[config.mk]
export PLATFORM = sky130hd
export DESIGN_NAME = step_up_strobe_regs
export DESIGN_NICKNAME = d
export VERILOG_FILES = /design/src/rtl/strobe_regs_pkg.sv /design/src/rtl/step_up_strobe_regs.sv /design/src/rtl/pin_filter.sv
export SDC_FILE = /design/constraint.sdc
export NUM_CORES = 1
export LEC_CHECK = 0
export BUFFER_PORTS_ARGS = -buffer_cell sky130_fd_sc_hd__buf_4
export CELL_PAD_IN_SITES_DETAIL_PLACEMENT = 0
export CELL_PAD_IN_SITES_GLOBAL_PLACEMENT = 2
export CORE_UTILIZATION = 25
export CTS_CLUSTER_SIZE = 16
export DETAILED_ROUTE_END_ITERATION = 16
export PLACE_DENSITY_LB_ADDON = 0.2
export SLEW_MARGIN = 20
export SYNTH_ARGS = -nofsm -noshare
export SYNTH_HDL_FRONTEND = slang
export SYNTH_SLANG_ARGS = --single-unit
[constraint.sdc]
create_clock -name i_clk -period 5.1 [get_ports i_clk]
set_clock_uncertainty 0.2 [all_clocks]
set_input_delay 1.02 -clock i_clk [delete_from_list [all_inputs] [get_ports i_clk]]
set_output_delay 1.02 -clock i_clk [all_outputs]
set_load 0.02 [all_outputs]
[src/rtl/strobe_regs_pkg.sv]
/*
 * Constants of the step-up converter and strobe current register bank:
 * serial bus address, register pointers, field positions, reset values
 * and the scaling of the decoded converter and strobe settings.
 * Assumes nothing of its surroundings.
 */
package strobe_regs_pkg;

   // Serial bus address; value is arbitrary
   localparam logic [6:0]  BUS_ADDR          = 7'h4A;

   // Register pointers
   localparam logic [7:0]  PTR_STEP_UP       = 8'h00;
   localparam logic [7:0]  PTR_STROBE_ONE    = 8'h01;
   localparam logic [7:0]  PTR_STROBE_TWO    = 8'h02;

   // Reset values and implemented-bit masks
   localparam logic [7:0]  RST_STEP_UP       = 8'h00;
   localparam logic [7:0]  RST_STROBE        = 8'h00;
   localparam logic [7:0]  MASK_STEP_UP      = 8'h7F;
   localparam logic [7:0]  MASK_STROBE       = 8'hF8;
   localparam logic [7:0]  READ_UNMAPPED     = 8'h00;

   // Field positions
   localparam int          CONV_ON_POS       = 6;
   localparam int          SEL_HI            = 5;
   localparam int          SEL_LO            = 4;
   localparam int          VCODE_HI          = 3;
   localparam int          VCODE_LO          = 0;
   localparam int          CUR_HI            = 7;
   localparam int          CUR_LO            = 3;

   // Regulation select codes
   localparam logic [1:0]  SEL_ADAPTIVE      = 2'h0;
   localparam logic [1:0]  SEL_FIXED         = 2'h1;
   localparam logic [1:0]  SEL_DROPOUT       = 2'h2;
   localparam logic [1:0]  SEL_AUTO          = 2'h3;

   // Output voltage in mV: base plus code times step
   localparam logic [12:0] VOUT_BASE_MV      = 13'h0E74;
   localparam logic [12:0] VOUT_STEP_MV      = 13'h0064;

   // Strobe current in units of 10 uA
   localparam logic [16:0] CUR_STEP          = 17'h0_0928;
   localparam logic [4:0]  CUR_CODE_30       = 5'h1E;
   localparam logic [4:0]  CUR_CODE_31       = 5'h1F;
   localparam logic [16:0] CUR_VAL_30        = 17'h1_1BD0;
   localparam logic [16:0] CUR_VAL_31        = 17'h1_24F8;

   // Bits per byte on the serial bus
   localparam logic [3:0]  BYTE_BITS         = 4'h8;

endpackage : strobe_regs_pkg

[src/rtl/step_up_strobe_regs.sv]
/*
 * Serial bus slave with the step-up converter control register and the
 * two strobe flash current registers, plus decoded settings for the
 * analog side. Assumes an open-drain data line resolved outside and a
 * bus clock far slower than i_clk (at least 10 clocks per bus phase).
 */
`timescale 1ns/10ps
`default_nettype none
module step_up_strobe_regs (
   // Clock and reset
   input  wire logic        i_clk,
   input  wire logic        i_nrst,
   // Serial bus pins
   input  wire logic        i_scl,
   input  wire logic        i_sda,
   output logic             o_sda,
   output logic             o_sda_oe,
   // Converter settings
   output logic             o_converter_on,
   output logic [1:0]       o_regulation_select,
   output logic             o_adaptive_mode,
   output logic             o_fixed_target,
   output logic             o_dropout_mode,
   output logic             o_auto_mode,
   output logic [12:0]      o_target_mv,
   // Strobe currents, units of 10 uA
   output logic [16:0]      o_strobe_one_current,
   output logic [16:0]      o_strobe_two_current
);
   typedef enum logic [3:0] {
      ST_IDLE, ST_ADDR, ST_ACK_ADDR, ST_PTR, ST_ACK_PTR,
      ST_WRITE, ST_ACK_WRITE, ST_READ, ST_ACK_READ
   } bus_state_type;

   bus_state_type state_q, state_d;
   logic [7:0]    shift_q, shift_d;
   logic [3:0]    bitcnt_q, bitcnt_d;
   logic [7:0]    ptr_q, ptr_d;
   logic          rw_q, rw_d;
   logic          oe_q, oe_d;
   logic [7:0]    ctrl_q, ctrl_d;
   logic [7:0]    cur1_q, cur1_d;
   logic [7:0]    cur2_q, cur2_d;
   logic [1:0]    sel_q, sel_d;
   logic          on_q, on_d;
   logic [12:0]   mv_q, mv_d;
   logic [16:0]   ma1_q, ma1_d;
   logic [16:0]   ma2_q, ma2_d;
   logic          scl_lvl, scl_rise, scl_fall;
   logic          sda_lvl, sda_rise, sda_fall;
   logic          start_cond, stop_cond, wr_now;
   logic [7:0]    rd_value;

   pin_filter u_scl (
      .i_clk   (i_clk),
      .i_nrst  (i_nrst),
      .i_pin   (i_scl),
      .o_level (scl_lvl),
      .o_rise  (scl_rise),
      .o_fall  (scl_fall)
   );

   pin_filter u_sda (
      .i_clk   (i_clk),
      .i_nrst  (i_nrst),
      .i_pin   (i_sda),
      .o_level (sda_lvl),
      .o_rise  (sda_rise),
      .o_fall  (sda_fall)
   );

   // Strobe current lookup: linear steps, top two codes as listed
   function automatic logic [16:0] strobe_current(input logic [4:0] code);
      logic [16:0] val;
      val = 17'(code) * strobe_regs_pkg::CUR_STEP
            + strobe_regs_pkg::CUR_STEP;
      if (code == strobe_regs_pkg::CUR_CODE_30) begin
         val = strobe_regs_pkg::CUR_VAL_30;
      end else if (code == strobe_regs_pkg::CUR_CODE_31) begin
         val = strobe_regs_pkg::CUR_VAL_31;
      end
      return val;
   endfunction : strobe_current

   assign start_cond = scl_lvl & sda_fall;
   assign stop_cond  = scl_lvl & sda_rise;
   assign wr_now     = (state_q == ST_WRITE) && scl_fall
                       && (bitcnt_q == strobe_regs_pkg::BYTE_BITS);

   // Read-back of implemented fields; unmapped pointers read zero
   always_comb begin
      unique case (ptr_q)
         strobe_regs_pkg::PTR_STEP_UP:    rd_value = ctrl_q;
         strobe_regs_pkg::PTR_STROBE_ONE: rd_value = cur1_q;
         strobe_regs_pkg::PTR_STROBE_TWO: rd_value = cur2_q;
         default:                rd_value = strobe_regs_pkg::READ_UNMAPPED;
      endcase
   end

   // Bus protocol state machine
   always_comb begin
      state_d  = state_q;
      shift_d  = shift_q;
      bitcnt_d = bitcnt_q;
      ptr_d    = ptr_q;
      rw_d     = rw_q;
      oe_d     = oe_q;
      if (stop_cond) begin
         state_d = ST_IDLE;
         oe_d    = 1'b0;
      end else if (start_cond) begin
         state_d  = ST_ADDR;
         bitcnt_d = 4'h0;
         oe_d     = 1'b0;
      end else begin
         unique case (state_q)
            ST_IDLE: ;
            ST_ADDR, ST_PTR, ST_WRITE: begin
               if (scl_rise) begin
                  shift_d  = {shift_q[6:0], sda_lvl};
                  bitcnt_d = bitcnt_q + 4'h1;
               end else if (scl_fall
                            && bitcnt_q == strobe_regs_pkg::BYTE_BITS) begin
                  oe_d = 1'b1;
                  if (state_q == ST_ADDR) begin
                     rw_d = shift_q[0];
                     if (shift_q[7:1] == strobe_regs_pkg::BUS_ADDR) begin
                        state_d = ST_ACK_ADDR;
                     end else begin
                        state_d = ST_IDLE;
                        oe_d    = 1'b0;
                     end
                  end else if (state_q == ST_PTR) begin
                     ptr_d   = shift_q;
                     state_d = ST_ACK_PTR;
                  end else begin
                     ptr_d   = ptr_q + 8'h01;
                     state_d = ST_ACK_WRITE;
                  end
               end
            end
            ST_ACK_ADDR: begin
               if (scl_fall) begin
                  bitcnt_d = 4'h0;
                  if (rw_q) begin
                     shift_d = rd_value;
                     oe_d    = ~rd_value[7];
                     state_d = ST_READ;
                  end else begin
                     oe_d    = 1'b0;
                     state_d = ST_PTR;
                  end
               end
            end
            ST_ACK_PTR, ST_ACK_WRITE: begin
               if (scl_fall) begin
                  oe_d     = 1'b0;
                  bitcnt_d = 4'h0;
                  state_d  = ST_WRITE;
               end
            end
            ST_READ: begin
               if (scl_rise) begin
                  bitcnt_d = bitcnt_q + 4'h1;
               end else if (scl_fall) begin
                  if (bitcnt_q == strobe_regs_pkg::BYTE_BITS) begin
                     oe_d    = 1'b0;
                     ptr_d   = ptr_q + 8'h01;
                     state_d = ST_ACK_READ;
                  end else begin
                     shift_d = {shift_q[6:0], 1'b0};
                     oe_d    = ~shift_q[6];
                  end
               end
            end
            ST_ACK_READ: begin
               if (scl_rise && sda_lvl) begin
                  state_d = ST_IDLE;
               end else if (scl_fall) begin
                  bitcnt_d = 4'h0;
                  shift_d  = rd_value;
                  oe_d     = ~rd_value[7];
                  state_d  = ST_READ;
               end
            end
         endcase
      end
   end

   always_ff @(posedge i_clk) begin
      if (!i_nrst) begin
         state_q  <= ST_IDLE;
         shift_q  <= 8'h00;
         bitcnt_q <= 4'h0;
         ptr_q    <= 8'h00;
         rw_q     <= 1'b0;
         oe_q     <= 1'b0;
      end else begin
         state_q  <= state_d;
         shift_q  <= shift_d;
         bitcnt_q <= bitcnt_d;
         ptr_q    <= ptr_d;
         rw_q     <= rw_d;
         oe_q     <= oe_d;
      end
   end

   // Register bank; reserved bits are never stored
   always_comb begin
      ctrl_d = ctrl_q;
      cur1_d = cur1_q;
      cur2_d = cur2_q;
      if (wr_now) begin
         unique case (ptr_q)
            strobe_regs_pkg::PTR_STEP_UP:
               ctrl_d = shift_q & strobe_regs_pkg::MASK_STEP_UP;
            strobe_regs_pkg::PTR_STROBE_ONE:
               cur1_d = shift_q & strobe_regs_pkg::MASK_STROBE;
            strobe_regs_pkg::PTR_STROBE_TWO:
               cur2_d = shift_q & strobe_regs_pkg::MASK_STROBE;
            default: ;
         endcase
      end
      on_d  = ctrl_d[strobe_regs_pkg::CONV_ON_POS];
      sel_d = ctrl_d[strobe_regs_pkg::SEL_HI:strobe_regs_pkg::SEL_LO];
      mv_d  = strobe_regs_pkg::VOUT_BASE_MV + 13'(ctrl_d[
              strobe_regs_pkg::VCODE_HI:strobe_regs_pkg::VCODE_LO])
              * strobe_regs_pkg::VOUT_STEP_MV;
      ma1_d = strobe_current(
              cur1_d[strobe_regs_pkg::CUR_HI:strobe_regs_pkg::CUR_LO]);
      ma2_d = strobe_current(
              cur2_d[strobe_regs_pkg::CUR_HI:strobe_regs_pkg::CUR_LO]);
   end

   always_ff @(posedge i_clk) begin
      if (!i_nrst) begin
         ctrl_q <= strobe_regs_pkg::RST_STEP_UP;
         cur1_q <= strobe_regs_pkg::RST_STROBE;
         cur2_q <= strobe_regs_pkg::RST_STROBE;
         on_q   <= 1'b0;
         sel_q  <= strobe_regs_pkg::SEL_ADAPTIVE;
         mv_q   <= strobe_regs_pkg::VOUT_BASE_MV;
         ma1_q  <= strobe_regs_pkg::CUR_STEP;
         ma2_q  <= strobe_regs_pkg::CUR_STEP;
      end else begin
         ctrl_q <= ctrl_d;
         cur1_q <= cur1_d;
         cur2_q <= cur2_d;
         on_q   <= on_d;
         sel_q  <= sel_d;
         mv_q   <= mv_d;
         ma1_q  <= ma1_d;
         ma2_q  <= ma2_d;
      end
   end

   assign o_sda                = 1'b0;
   assign o_sda_oe             = oe_q;
   assign o_converter_on       = on_q;
   assign o_regulation_select  = sel_q;
   assign o_adaptive_mode  = (sel_q == strobe_regs_pkg::SEL_ADAPTIVE);
   assign o_dropout_mode   = (sel_q == strobe_regs_pkg::SEL_DROPOUT);
   assign o_fixed_target   = (sel_q == strobe_regs_pkg::SEL_FIXED);
   assign o_auto_mode      = (sel_q == strobe_regs_pkg::SEL_AUTO);
   assign o_target_mv          = mv_q;
   assign o_strobe_one_current = ma1_q;
   assign o_strobe_two_current = ma2_q;
endmodule : step_up_strobe_regs
`default_nettype wire

[src/rtl/pin_filter.sv]
/*
 * Three-stage input filter for one bus pin, with level and edge pulses.
 * Assumes the pin is asynchronous to i_clk and idles high.
 */
`timescale 1ns/10ps
`default_nettype none
module pin_filter (
   // Clock and reset
   input  wire logic i_clk,
   input  wire logic i_nrst,
   // Pin
   input  wire logic i_pin,
   // Filtered view
   output logic      o_level,
   output logic      o_rise,
   output logic      o_fall
);
   logic [2:0] stage_q;
   logic [2:0] stage_d;
   logic       level_q;
   logic       level_d;

   // Level follows only once second and third stages agree
   always_comb begin
      stage_d = {stage_q[1:0], i_pin};
      level_d = (stage_q[1] == stage_q[2]) ? stage_q[2] : level_q;
   end

   always_ff @(posedge i_clk) begin
      if (!i_nrst) begin
         stage_q <= 3'h7;
         level_q <= 1'b1;
      end else begin
         stage_q <= stage_d;
         level_q <= level_d;
      end
   end

   assign o_level = level_q;
   assign o_rise  = level_d & ~level_q;
   assign o_fall  = ~level_d & level_q;
endmodule : pin_filter
`default_nettype wire

==> flow_metrics.py, run 1 <==
metrics = {
    "setup_path": {
        "start_kind": "flip-flop",
        "crit_path_top_delay_cell": "or3b_4",
        "reg2reg_setup_slack_ps": 220,
        "critical_path.cell_chain": "inv_1 > ha_1 > and3b_1 > and4_2 > nand3_4 > mux2_2 > ha_1 > ha_1 > ha_1 > ha_1 > a31oi_2 > o21bai_1 > a21oi_2 > o21bai_1 > a21oi_1 > xnor2_2 > or3b_4 > nor3_2 > o21a_1",
        "crit_path_end": "o_strobe_one_current[16]$_SDFF_PN0_",
        "cp.arrival_ps": 4970,
        "cpMostUsedCell": "ha_1",
        "r2r_start": "bitcnt_q[0]$_SDFFE_PN0P_",
        "cp-end-kind": "flip-flop",
        "worst_ep_required_time_ps": 5190,
        "worstSetupStartpoint": "bitcnt_q[0]$_SDFFE_PN0P_",
        "worst-setup-path-type": "reg2reg",
        "r2r_end": "o_strobe_one_current[16]$_SDFF_PN0_",
        "crit_fanout": 8,
        "critPathMaxStageDelay_ps": 420,
        "rr_worst_depth": 19,
    },
    "sta": {
        "fin_tns_setup_ps": 0,
        "rsz0062_at_grt": "true",
        "finalCritPeriodShare": 0.9561,
        "fin_crit_ps": 4876,
        "finalMaxSlewViolations": 0,
        "hold_viol_final": 0,
        "max_freq_mhz": 205.1,
        "setup_viol": 0,
        "relSlewSlack": 0.4570,
        "tightestPinTransition_ps": 809.1,
    },
    "global_routing": {
        "grt_pass1_wl_mm": 25.97,
        "grt_max_degree": 37,
        "grt_use_total": 0.1372,
        "grt_antenna_before_repair": 0,
        "grt_overflow": 0,
        "grt_pass1_vias": 5048,
    },
    "synthesis": {
        "synthMuxAreaShare": 0.05061,
        "yosysTopAreaCell": "dfxtp_1",
        "synth_top_flop_cell": "dfxtp_1",
        "synth-adder-area-share": 0.1097,
        "syn_area_um2": 5884,
        "syn_avg_cell_area_um2": 8.406,
        "ys_types": 79,
        "yosysTopAreaCellShare": 0.3062,
        "async_flop_share": 0,
        "synth-xor-area-share": 0.06251,
        "yosys.cell_count.top_type": "dfxtp_1",
        "ys_ff_latch": 90,
        "yosysSeqAreaShare": 0.3062,
        "synth_top_family_by_area": "simple AND/OR/NAND/NOR gates",
        "yosys_warnings": 0,
        "yosys.area_share.simple": 0.2254,
        "synth_area_leaders": "dfxtp_1 (31%), ha_1 (11%), a21oi_1 (4.8%)",
        "synth-edff-count": 0,
        "synth_compound_area_frac": 0.1920,
        "synthTopCellsByCount": "dfxtp_1 (90), nor2_1 (73), a21oi_1 (57), ha_1 (50), nand2_1 (43)",
        "synth_cells": 700,
    },
    "final_layout": {
        "synthToLayoutAreaGrowth_pct": 17.61,
        "finalNonFillerCells": 1059,
        "num-nets-final": 796,
        "fin_area_um2": 6920,
        "drive_gt1_frac": 0.1836,
        "antenna_cells": 0,
        "nFillCells": 2475,
    },
    "placed_design": {
        "dp_hpwl_mm": 12.11,
        "io_buffers": 50,
        "dpl.cell_count": 1043,
        "placed_area_um2": 6584,
        "place.gp.congestion": 0.8276,
    },
    "clock_network": {
        "cts_buffer_depth": 2,
        "insertion_delay_ps": 350,
        "postCtsHoldBufs": 0,
        "cts_tree": "yes",
        "htree_levels": 3,
        "root_buffer": "clkbuf_16",
        "post-cts-setup-buffer-count": 0,
        "path_clk_slew_ps": 70,
        "cts_made_buffers": 9,
        "clock-sinks": 90,
    },
    "routing": {
        "wire_per_inst_um": 15.16,
        "drc_errors": 0,
        "vias": 5021,
        "viasPerCell": 4.741,
        "dr.pass1.iters": 5,
        "drtIter0Drc": 231,
        "ant_nets": 0,
        "drt-total-wl_mm": 16.06,
    },
    "die": {
        "floorplan.die_area_um2": 24160,
        "start_util": 0.2576,
        "core_um2": 22850,
        "die_y_um": 155.4,
        "fp-row-count": 55,
        "io_pins": 60,
        "chipWidth_um": 155.4,
    },
    "run_status": {
        "status": "complete, no violations",
    },
    "power_and_ir_drop": {
        "cellLeakagePower_nw": 2.893,
        "finalPower_mw": 1.475,
        "p_per_area_nw_per_um2": 213.2,
        "irDropWorstVdd_mv": 0.1142,
    },
    "job": {
        "maxCapViolCount": 0,
    },
    "min_path": {
        "hp-class": "reg2reg",
    },
}
worst min path at each step:
stage | end | cells past startpoint | start
6_report | u_sda.stage_q[1]$_SDFF_PN1_ | 1 | u_sda.stage_q[0]$_SDFF_PN1_
5_1_grt | u_sda.stage_q[1]$_SDFF_PN1_ | 1 | u_sda.stage_q[0]$_SDFF_PN1_
4_1_cts | u_sda.stage_q[1]$_SDFF_PN1_ | 1 | u_sda.stage_q[0]$_SDFF_PN1_
3_5_place_dp | u_sda.stage_q[1]$_SDFF_PN1_ | 1 | u_sda.stage_q[0]$_SDFF_PN1_
3_3_place_gp | u_sda.stage_q[1]$_SDFF_PN1_ | 1 | u_sda.stage_q[0]$_SDFF_PN1_
2_1_floorplan | u_scl.stage_q[1]$_SDFF_PN1_ | 1 | u_scl.stage_q[0]$_SDFF_PN1_
state kept, by name, summed over array words and instances (netlist names), 3 cells and up:
name                  count
u_sda.stage_q             3
ctrl_q                    7
u_scl.stage_q             3
shift_q                   8
o_target_mv              11
ptr_q                     8
bitcnt_q                  4
cur1_q                    5
o_strobe_two_current     14
o_strobe_one_current     14
cur2_q                    5
state_q                   4
area by class of cell:
class                   instances  area, um2  share of cell area
clock inverters                 6      48.80            0.007051
well taps                     313      391.6             0.05659
multi-input cells             547       3850              0.5563
clock buffers                  10      239.0             0.03453
repair buffers                 64      480.5             0.06943
inverters                      29      108.9             0.01573
flip-flops and latches         90       1802              0.2604
cells in the final DEF, fill, tap and decap left out, drive strengths merged, types with 6 or more instances in the layout:
| master | n |
|---|---|
| a21oi | 58 |
| mux2 | 13 |
| nor3 | 18 |
| and2 | 21 |
| nand3 | 21 |
| clkbuf | 10 |
| nand2b | 10 |
| a211oi | 6 |
| ha | 50 |
| o21bai | 8 |
| inv | 31 |
| nor3b | 7 |
| xor2 | 15 |
| conb | 9 |
| a31oi | 17 |
| or2 | 11 |
| dfxtp | 90 |
| mux2i | 14 |
| buf | 64 |
| nor2b | 14 |
| o21ai | 35 |
| xnor2 | 27 |
| a21o | 6 |
| nor2 | 74 |
| and3 | 9 |
| nand2 | 43 |
metrics by stage:
step / hold slack (ps) / utilization / setup WS, ps
3_5_place_dp: 202.0 / 0.2882 / 131.8
5_1_grt: 235.5 / 0.3029 / -19.68
4_1_cts: 222.2 / 0.3008 / 108.1
3_3_place_gp: 207.6 / 0.2882 / 275.5
6_report: 217.3 / 0.3029 / 224.0
2_1_floorplan: 186.3 / - / 420.5
report_power, final:
| group | total, mW | internal (mW) | switching [mW] |
|---|---|---|---|
| registers | 0.713 | 0.709 | 0.00427 |
| clock network | 0.654 | 0.350 | 0.304 |
| logic | 0.109 | 0.0365 | 0.0722 |
cell families after synthesis:
group | count (synthesis)
xor gates and xnor gates | 42
other | 1
buffers and inverters | 71
AOI/OAI and AO/OA | 173
muxes | 27
adders and majority gates | 51
DFF | 90
and+or+nand+nor | 245
worst max-delay path, delay by kind of cell, from the launching register on:
kind | cells | cell delay, ps
adder cells (fa/ha/maj) | 5 | 1290
AND/OR/NAND/NOR | 5 | 1270
multiplexers | 1 | 400
buffers and inverters | 1 | 60
flip-flops | 1 | 390
AO/OA/AOI/OAI | 6 | 1020
XOR/XNOR | 1 | 170
per-layer routing:
layer  wire length (um)  up-vias  GRT usage
li1                   -     2526          -
met1               7441     2415     0.1663
met2               8006       58     0.2432
met3                298       22    0.02006
met4                311        0    0.05322
met5                  0        -          0
timing repair:
| action | CTS | global route |
|---|---|---|
| resized for setup | 0 | 7 |
| hold endpoints to repair | 0 | 0 |
| setup endpoints to repair | 0 | 6 |
(Power assumes the default switching activity.)
==> run 2: changes to the inputs <==
--- a/config.mk
+++ b/config.mk
@@ -8,10 +8,11 @@
 export BUFFER_PORTS_ARGS = -buffer_cell sky130_fd_sc_hd__buf_4
 export CELL_PAD_IN_SITES_DETAIL_PLACEMENT = 0
 export CELL_PAD_IN_SITES_GLOBAL_PLACEMENT = 2
+export CORE_ASPECT_RATIO = 1.1
 export CORE_UTILIZATION = 25
 export CTS_CLUSTER_SIZE = 16
 export DETAILED_ROUTE_END_ITERATION = 16
-export PLACE_DENSITY_LB_ADDON = 0.2
+export PLACE_DENSITY = 0.65
 export SLEW_MARGIN = 20
 export SYNTH_ARGS = -nofsm -noshare
 export SYNTH_HDL_FRONTEND = slang
==> flow_metrics.py, run 2 (synthesis gave the netlist of run 1 again) <==
metrics = {
    "die": {
        "io_pins": 60,
        "start_util": 0.2558,
        "fp-row-count": 58,
        "core_um2": 23000,
        "die_y_um": 162.9,
        "floorplan.die_area_um2": 24160,
        "chipWidth_um": 148.3,
    },
    "sta": {
        "hold-worst-slack_ps": 209.8,
        "finalCritPeriodShare": 0.9505,
        "tightestPinTransition_ps": 791.2,
        "relSlewSlack": 0.4725,
        "fin_tns_setup_ps": 0,
        "hold_viol_final": 0,
        "setup_viol": 0,
        "max_freq_mhz": 206.3,
        "finalMaxSlewViolations": 0,
        "rsz0062_at_grt": "false",
        "fin_crit_ps": 4848,
        "setup_ws_ps": 252.4,
    },
    "setup_path": {
        "crit_fanout": 8,
        "r2r_start": "bitcnt_q[0]$_SDFFE_PN0P_",
        "worst-setup-path-type": "reg2reg",
        "critical_path.cell_chain": "inv_1 > ha_1 > and3b_1 > and4_4 > nand3_4 > mux2_2 > ha_1 > ha_1 > ha_1 > ha_1 > a31oi_2 > o21bai_1 > a21oi_2 > o21bai_1 > a21oi_1 > xnor2_1 > or3b_4 > nor3_2 > o21a_1",
        "crit_family": "adder cells",
        "start_kind": "flip-flop",
        "cpMostUsedCell": "ha_1",
        "cp-end-kind": "flip-flop",
        "critPathMaxStageDelay_ps": 430,
        "cp.arrival_ps": 4940,
        "crit_buf_inv": 1,
        "worstSetupStartpoint": "bitcnt_q[0]$_SDFFE_PN0P_",
        "worst_ep_required_time_ps": 5190,
        "crit_path_top_delay_cell": "or3b_4",
    },
    "final_layout": {
        "fin_area_um2": 6889,
        "antenna_cells": 0,
        "multi_input_area_um2": 3837,
        "finalNonFillerCells": 1045,
        "synthToLayoutAreaGrowth_pct": 17.07,
        "nFillCells": 2444,
        "drive_gt1_frac": 0.1785,
        "final_common_cell": "dfxtp_1",
        "most-common-layout-cells": "dfxtp_1 (89), nor2_1 (73), buf_4 (64)",
        "regArea_um2": 1803,
        "final_util": 0.2995,
        "num-nets-final": 796,
    },
    "placed_design": {
        "io_buffers": 50,
        "place_ws_ps": 94.27,
        "place.gp.congestion": 0.8490,
        "dp_hpwl_mm": 12.01,
        "placed_area_um2": 6560,
        "dpl.cell_count": 1029,
    },
    "clock_network": {
        "root_buffer": "clkbuf_16",
        "clock-sinks": 90,
        "cts_tree": "yes",
        "htree_levels": 3,
        "cts_buffer_depth": 2,
        "cts_made_buffers": 9,
        "path_clk_slew_ps": 60,
        "insertion_delay_ps": 350,
        "postCtsHoldBufs": 0,
    },
    "global_routing": {
        "grt_max_degree": 37,
        "grt_pass1_vias": 5080,
        "grt_overflow": 0,
        "grt_use_total": 0.1350,
        "grt_antenna_before_repair": 0,
        "grt_pass1_wl_mm": 25.67,
    },
    "power_and_ir_drop": {
        "irDropWorstVdd_mv": 0.1076,
        "cellLeakagePower_nw": 2.875,
        "p_per_area_nw_per_um2": 214.7,
        "finalPower_mw": 1.479,
    },
    "job": {
        "maxCapViolCount": 0,
    },
    "run_status": {
        "status": "complete, no violations",
    },
    "routing": {
        "ant_nets": 0,
        "drc_errors": 0,
        "vias": 5036,
        "drt-total-wl_mm": 15.82,
        "dr.pass1.iters": 4,
        "drtIter0Drc": 211,
        "viasPerCell": 4.819,
        "wire_per_inst_um": 15.13,
    },
    "min_path": {
        "worstHoldStart": "u_sda.stage_q[0]$_SDFF_PN1_",
        "hp-class": "reg2reg",
    },
}
run 2: repair_timing:
item | 4_1_cts | 5_1_grt
setup endpoints to repair | 0 | 6
buffers inserted | 0 | 1
resized for setup | 0 | 7
run 2: path summary, 6_finish.rpt:
path	endpoint	slack, ps	cells after the start
worst max register to register	o_strobe_one_current[16]$_SDFF_PN0_	250	19
worst min-delay path	u_sda.stage_q[1]$_SDFF_PN1_	210	1
worst max-delay path	o_strobe_one_current[16]$_SDFF_PN0_	250	19
worst min register to register	u_sda.stage_q[1]$_SDFF_PN1_	210	1
run 2: final cells by class:
cell class / count / area share
timing repair buffer: 64 / 0.06974
inverter: 29 / 0.01580
tap: 300 / 0.05449
clock inverter: 4 / 0.007446
clock buffer: 11 / 0.03378
sequential: 90 / 0.2617
multi-input combinational: 547 / 0.5570
run 2: per-layer routing:
metal | vias to the layer above | wire (um) | GRT usage
li1 | 2534 | - | -
met1 | 2412 | 6972 | 0.1563
met2 | 61 | 8063 | 0.2416
met3 | 29 | 336 | 0.02101
met4 | 0 | 443 | 0.06326
met5 | - | 0 | 0
run 2: where the power goes:
group	internal (mW)	switching (mW)
Combinational	0.0360	0.0721
Clock	0.378	0.279
Sequential	0.709	0.00431
==> run 3: changes to the inputs <==
--- a/config.mk
+++ b/config.mk
@@ -12,7 +12,7 @@
 export CORE_UTILIZATION = 25
 export CTS_CLUSTER_SIZE = 16
 export DETAILED_ROUTE_END_ITERATION = 16
-export PLACE_DENSITY = 0.65
+export PLACE_DENSITY_LB_ADDON = 0.12
 export SLEW_MARGIN = 20
 export SYNTH_ARGS = -nofsm -noshare
 export SYNTH_HDL_FRONTEND = slang
==> flow_metrics.py, run 3 (synthesis gave the netlist of run 1 again) <==
metrics = {
    "sta": {
        "relSlewSlack": 0.4234,
        "tightestPinTransition_ps": 859.2,
        "rsz0062_at_grt": "false",
        "fin_crit_ps": 4771,
        "finalMaxSlewViolations": 0,
        "hold_viol_final": 0,
        "max_freq_mhz": 209.6,
        "setup_viol": 0,
        "fin_tns_setup_ps": 0,
        "finalCritPeriodShare": 0.9355,
    },
    "final_layout": {
        "antenna_cells": 0,
        "synthToLayoutAreaGrowth_pct": 17.78,
        "final_common_cell": "dfxtp_1",
        "final_util": 0.3013,
        "drive_gt1_frac": 0.1898,
        "num-nets-final": 798,
        "most-common-layout-cells": "dfxtp_1 (89), nor2_1 (73), buf_4 (66)",
        "fin_area_um2": 6930,
        "nFillCells": 2462,
    },
    "routing": {
        "viasPerCell": 4.771,
        "drc_errors": 0,
        "wire_per_inst_um": 15.60,
        "drt-total-wl_mm": 16.35,
        "vias": 5000,
        "ant_nets": 0,
        "dr.pass1.iters": 5,
        "drtIter0Drc": 244,
    },
    "clock_network": {
        "path_clk_slew_ps": 70,
        "cts_tree": "yes",
        "cts_buffer_depth": 2,
        "postCtsHoldBufs": 0,
        "root_buffer": "clkbuf_16",
        "cts_made_buffers": 9,
        "htree_levels": 3,
        "insertion_delay_ps": 350,
        "clock-sinks": 90,
    },
    "die": {
        "start_util": 0.2558,
        "fp-row-count": 58,
        "io_pins": 60,
        "chipWidth_um": 148.3,
        "die_y_um": 162.9,
        "floorplan.die_area_um2": 24160,
        "core_um2": 23000,
    },
    "setup_path": {
        "worst-setup-path-type": "reg2reg",
        "worst_ep_required_time_ps": 5190,
        "crit_fanout": 8,
        "start_kind": "flip-flop",
        "cp.arrival_ps": 4870,
        "rr_worst_depth": 19,
        "cp-end-kind": "flip-flop",
    },
    "global_routing": {
        "grt_overflow": 0,
        "grt_pass1_wl_mm": 27.04,
        "grt_pass1_vias": 5182,
        "grt_use_total": 0.1435,
        "grt_antenna_before_repair": 0,
        "grt_max_degree": 37,
    },
    "min_path": {
        "hold_path_depth": 1,
        "hp-class": "reg2reg",
    },
    "placed_design": {
        "io_buffers": 50,
        "placed_area_um2": 6575,
        "place.gp.congestion": 0.8161,
        "dp_hpwl_mm": 12.42,
    },
    "run_status": {
        "status": "complete, no violations",
    },
    "power_and_ir_drop": {
        "p_per_area_nw_per_um2": 214.7,
        "finalPower_mw": 1.488,
        "cellLeakagePower_nw": 2.894,
        "irDropWorstVdd_mv": 0.1118,
    },
    "job": {
        "maxCapViolCount": 0,
    },
}
-- run 3: worst paths after layout --
kind                               start                                   to  slack, ps
min reg2reg  u_scl.stage_q[0]$_SDFF_PN1_          u_scl.stage_q[1]$_SDFF_PN1_        220
max reg2reg     bitcnt_q[0]$_SDFFE_PN0P_  o_strobe_one_current[16]$_SDFF_PN0_        330
min          u_scl.stage_q[0]$_SDFF_PN1_          u_scl.stage_q[1]$_SDFF_PN1_        220
max             bitcnt_q[0]$_SDFFE_PN0P_  o_strobe_one_current[16]$_SDFF_PN0_        330
-- run 3: cell type report --
| cell class | instances | area [um2] | share of cell area |
|---|---|---|---|
| Tap cell | 300 | 375.4 | 0.05416 |
| Multi-Input combinational cell | 547 | 3851 | 0.5557 |
| Clock buffer | 9 | 225.2 | 0.03250 |
| Inverter | 29 | 108.9 | 0.01571 |
| Sequential cell | 90 | 1803 | 0.2602 |
| Clock inverter | 7 | 71.32 | 0.01029 |
| Timing Repair Buffer | 66 | 495.5 | 0.07149 |
-- run 3: power by group --
| part | internal, mW | leakage [nW] | switching (mW) | total, mW |
|---|---|---|---|---|
| Sequential | 0.709 | 0.726 | 0.00423 | 0.713 |
| Combinational | 0.0360 | 2.03 | 0.0729 | 0.109 |
| Clock | 0.345 | 0.139 | 0.321 | 0.666 |
-- run 3: critical path, stage by stage (launching register included) --
cell and delay [ps]:
dfxtp_1 400, inv_1 70, ha_1 180, and3b_1 220, and4_4 220, nand3_4 160
mux2_2 400, ha_1 210, ha_1 270, ha_1 280, ha_1 350, a31oi_2 230
o21bai_1 90, a21oi_1 220, o21bai_1 100, a21oi_2 180, xnor2_1 200, or3b_4 440
nor3_2 180, o21a_1 120
-- run 3: through the flow --
stage	hold slack, ps	std cells	setup slack (ps)
floorplan	186.3	708	420.5
global placement	208.3	1031	288.8
detailed placement	204.2	1031	188.5
CTS	227.3	1047	150.7
global route	249.2	1048	27.80
finish	218.8	1048	328.8
-- run 3: routing by layer --
metal	GRT usage	vias up	share of wire
met1	0.1744	2399	0.45
met2	0.2580	40	0.51
li1	-	2545	-
met3	0.01961	16	0.019
met5	0	-	0
met4	0.04733	0	0.017
-- run 3: repair_timing --
| item | 4_1_cts | 5_1_grt |
|---|---|---|
| setup endpoints to repair | 0 | 6 |
| resized for setup | 0 | 10 |
| setup buffers | 0 | 1 |
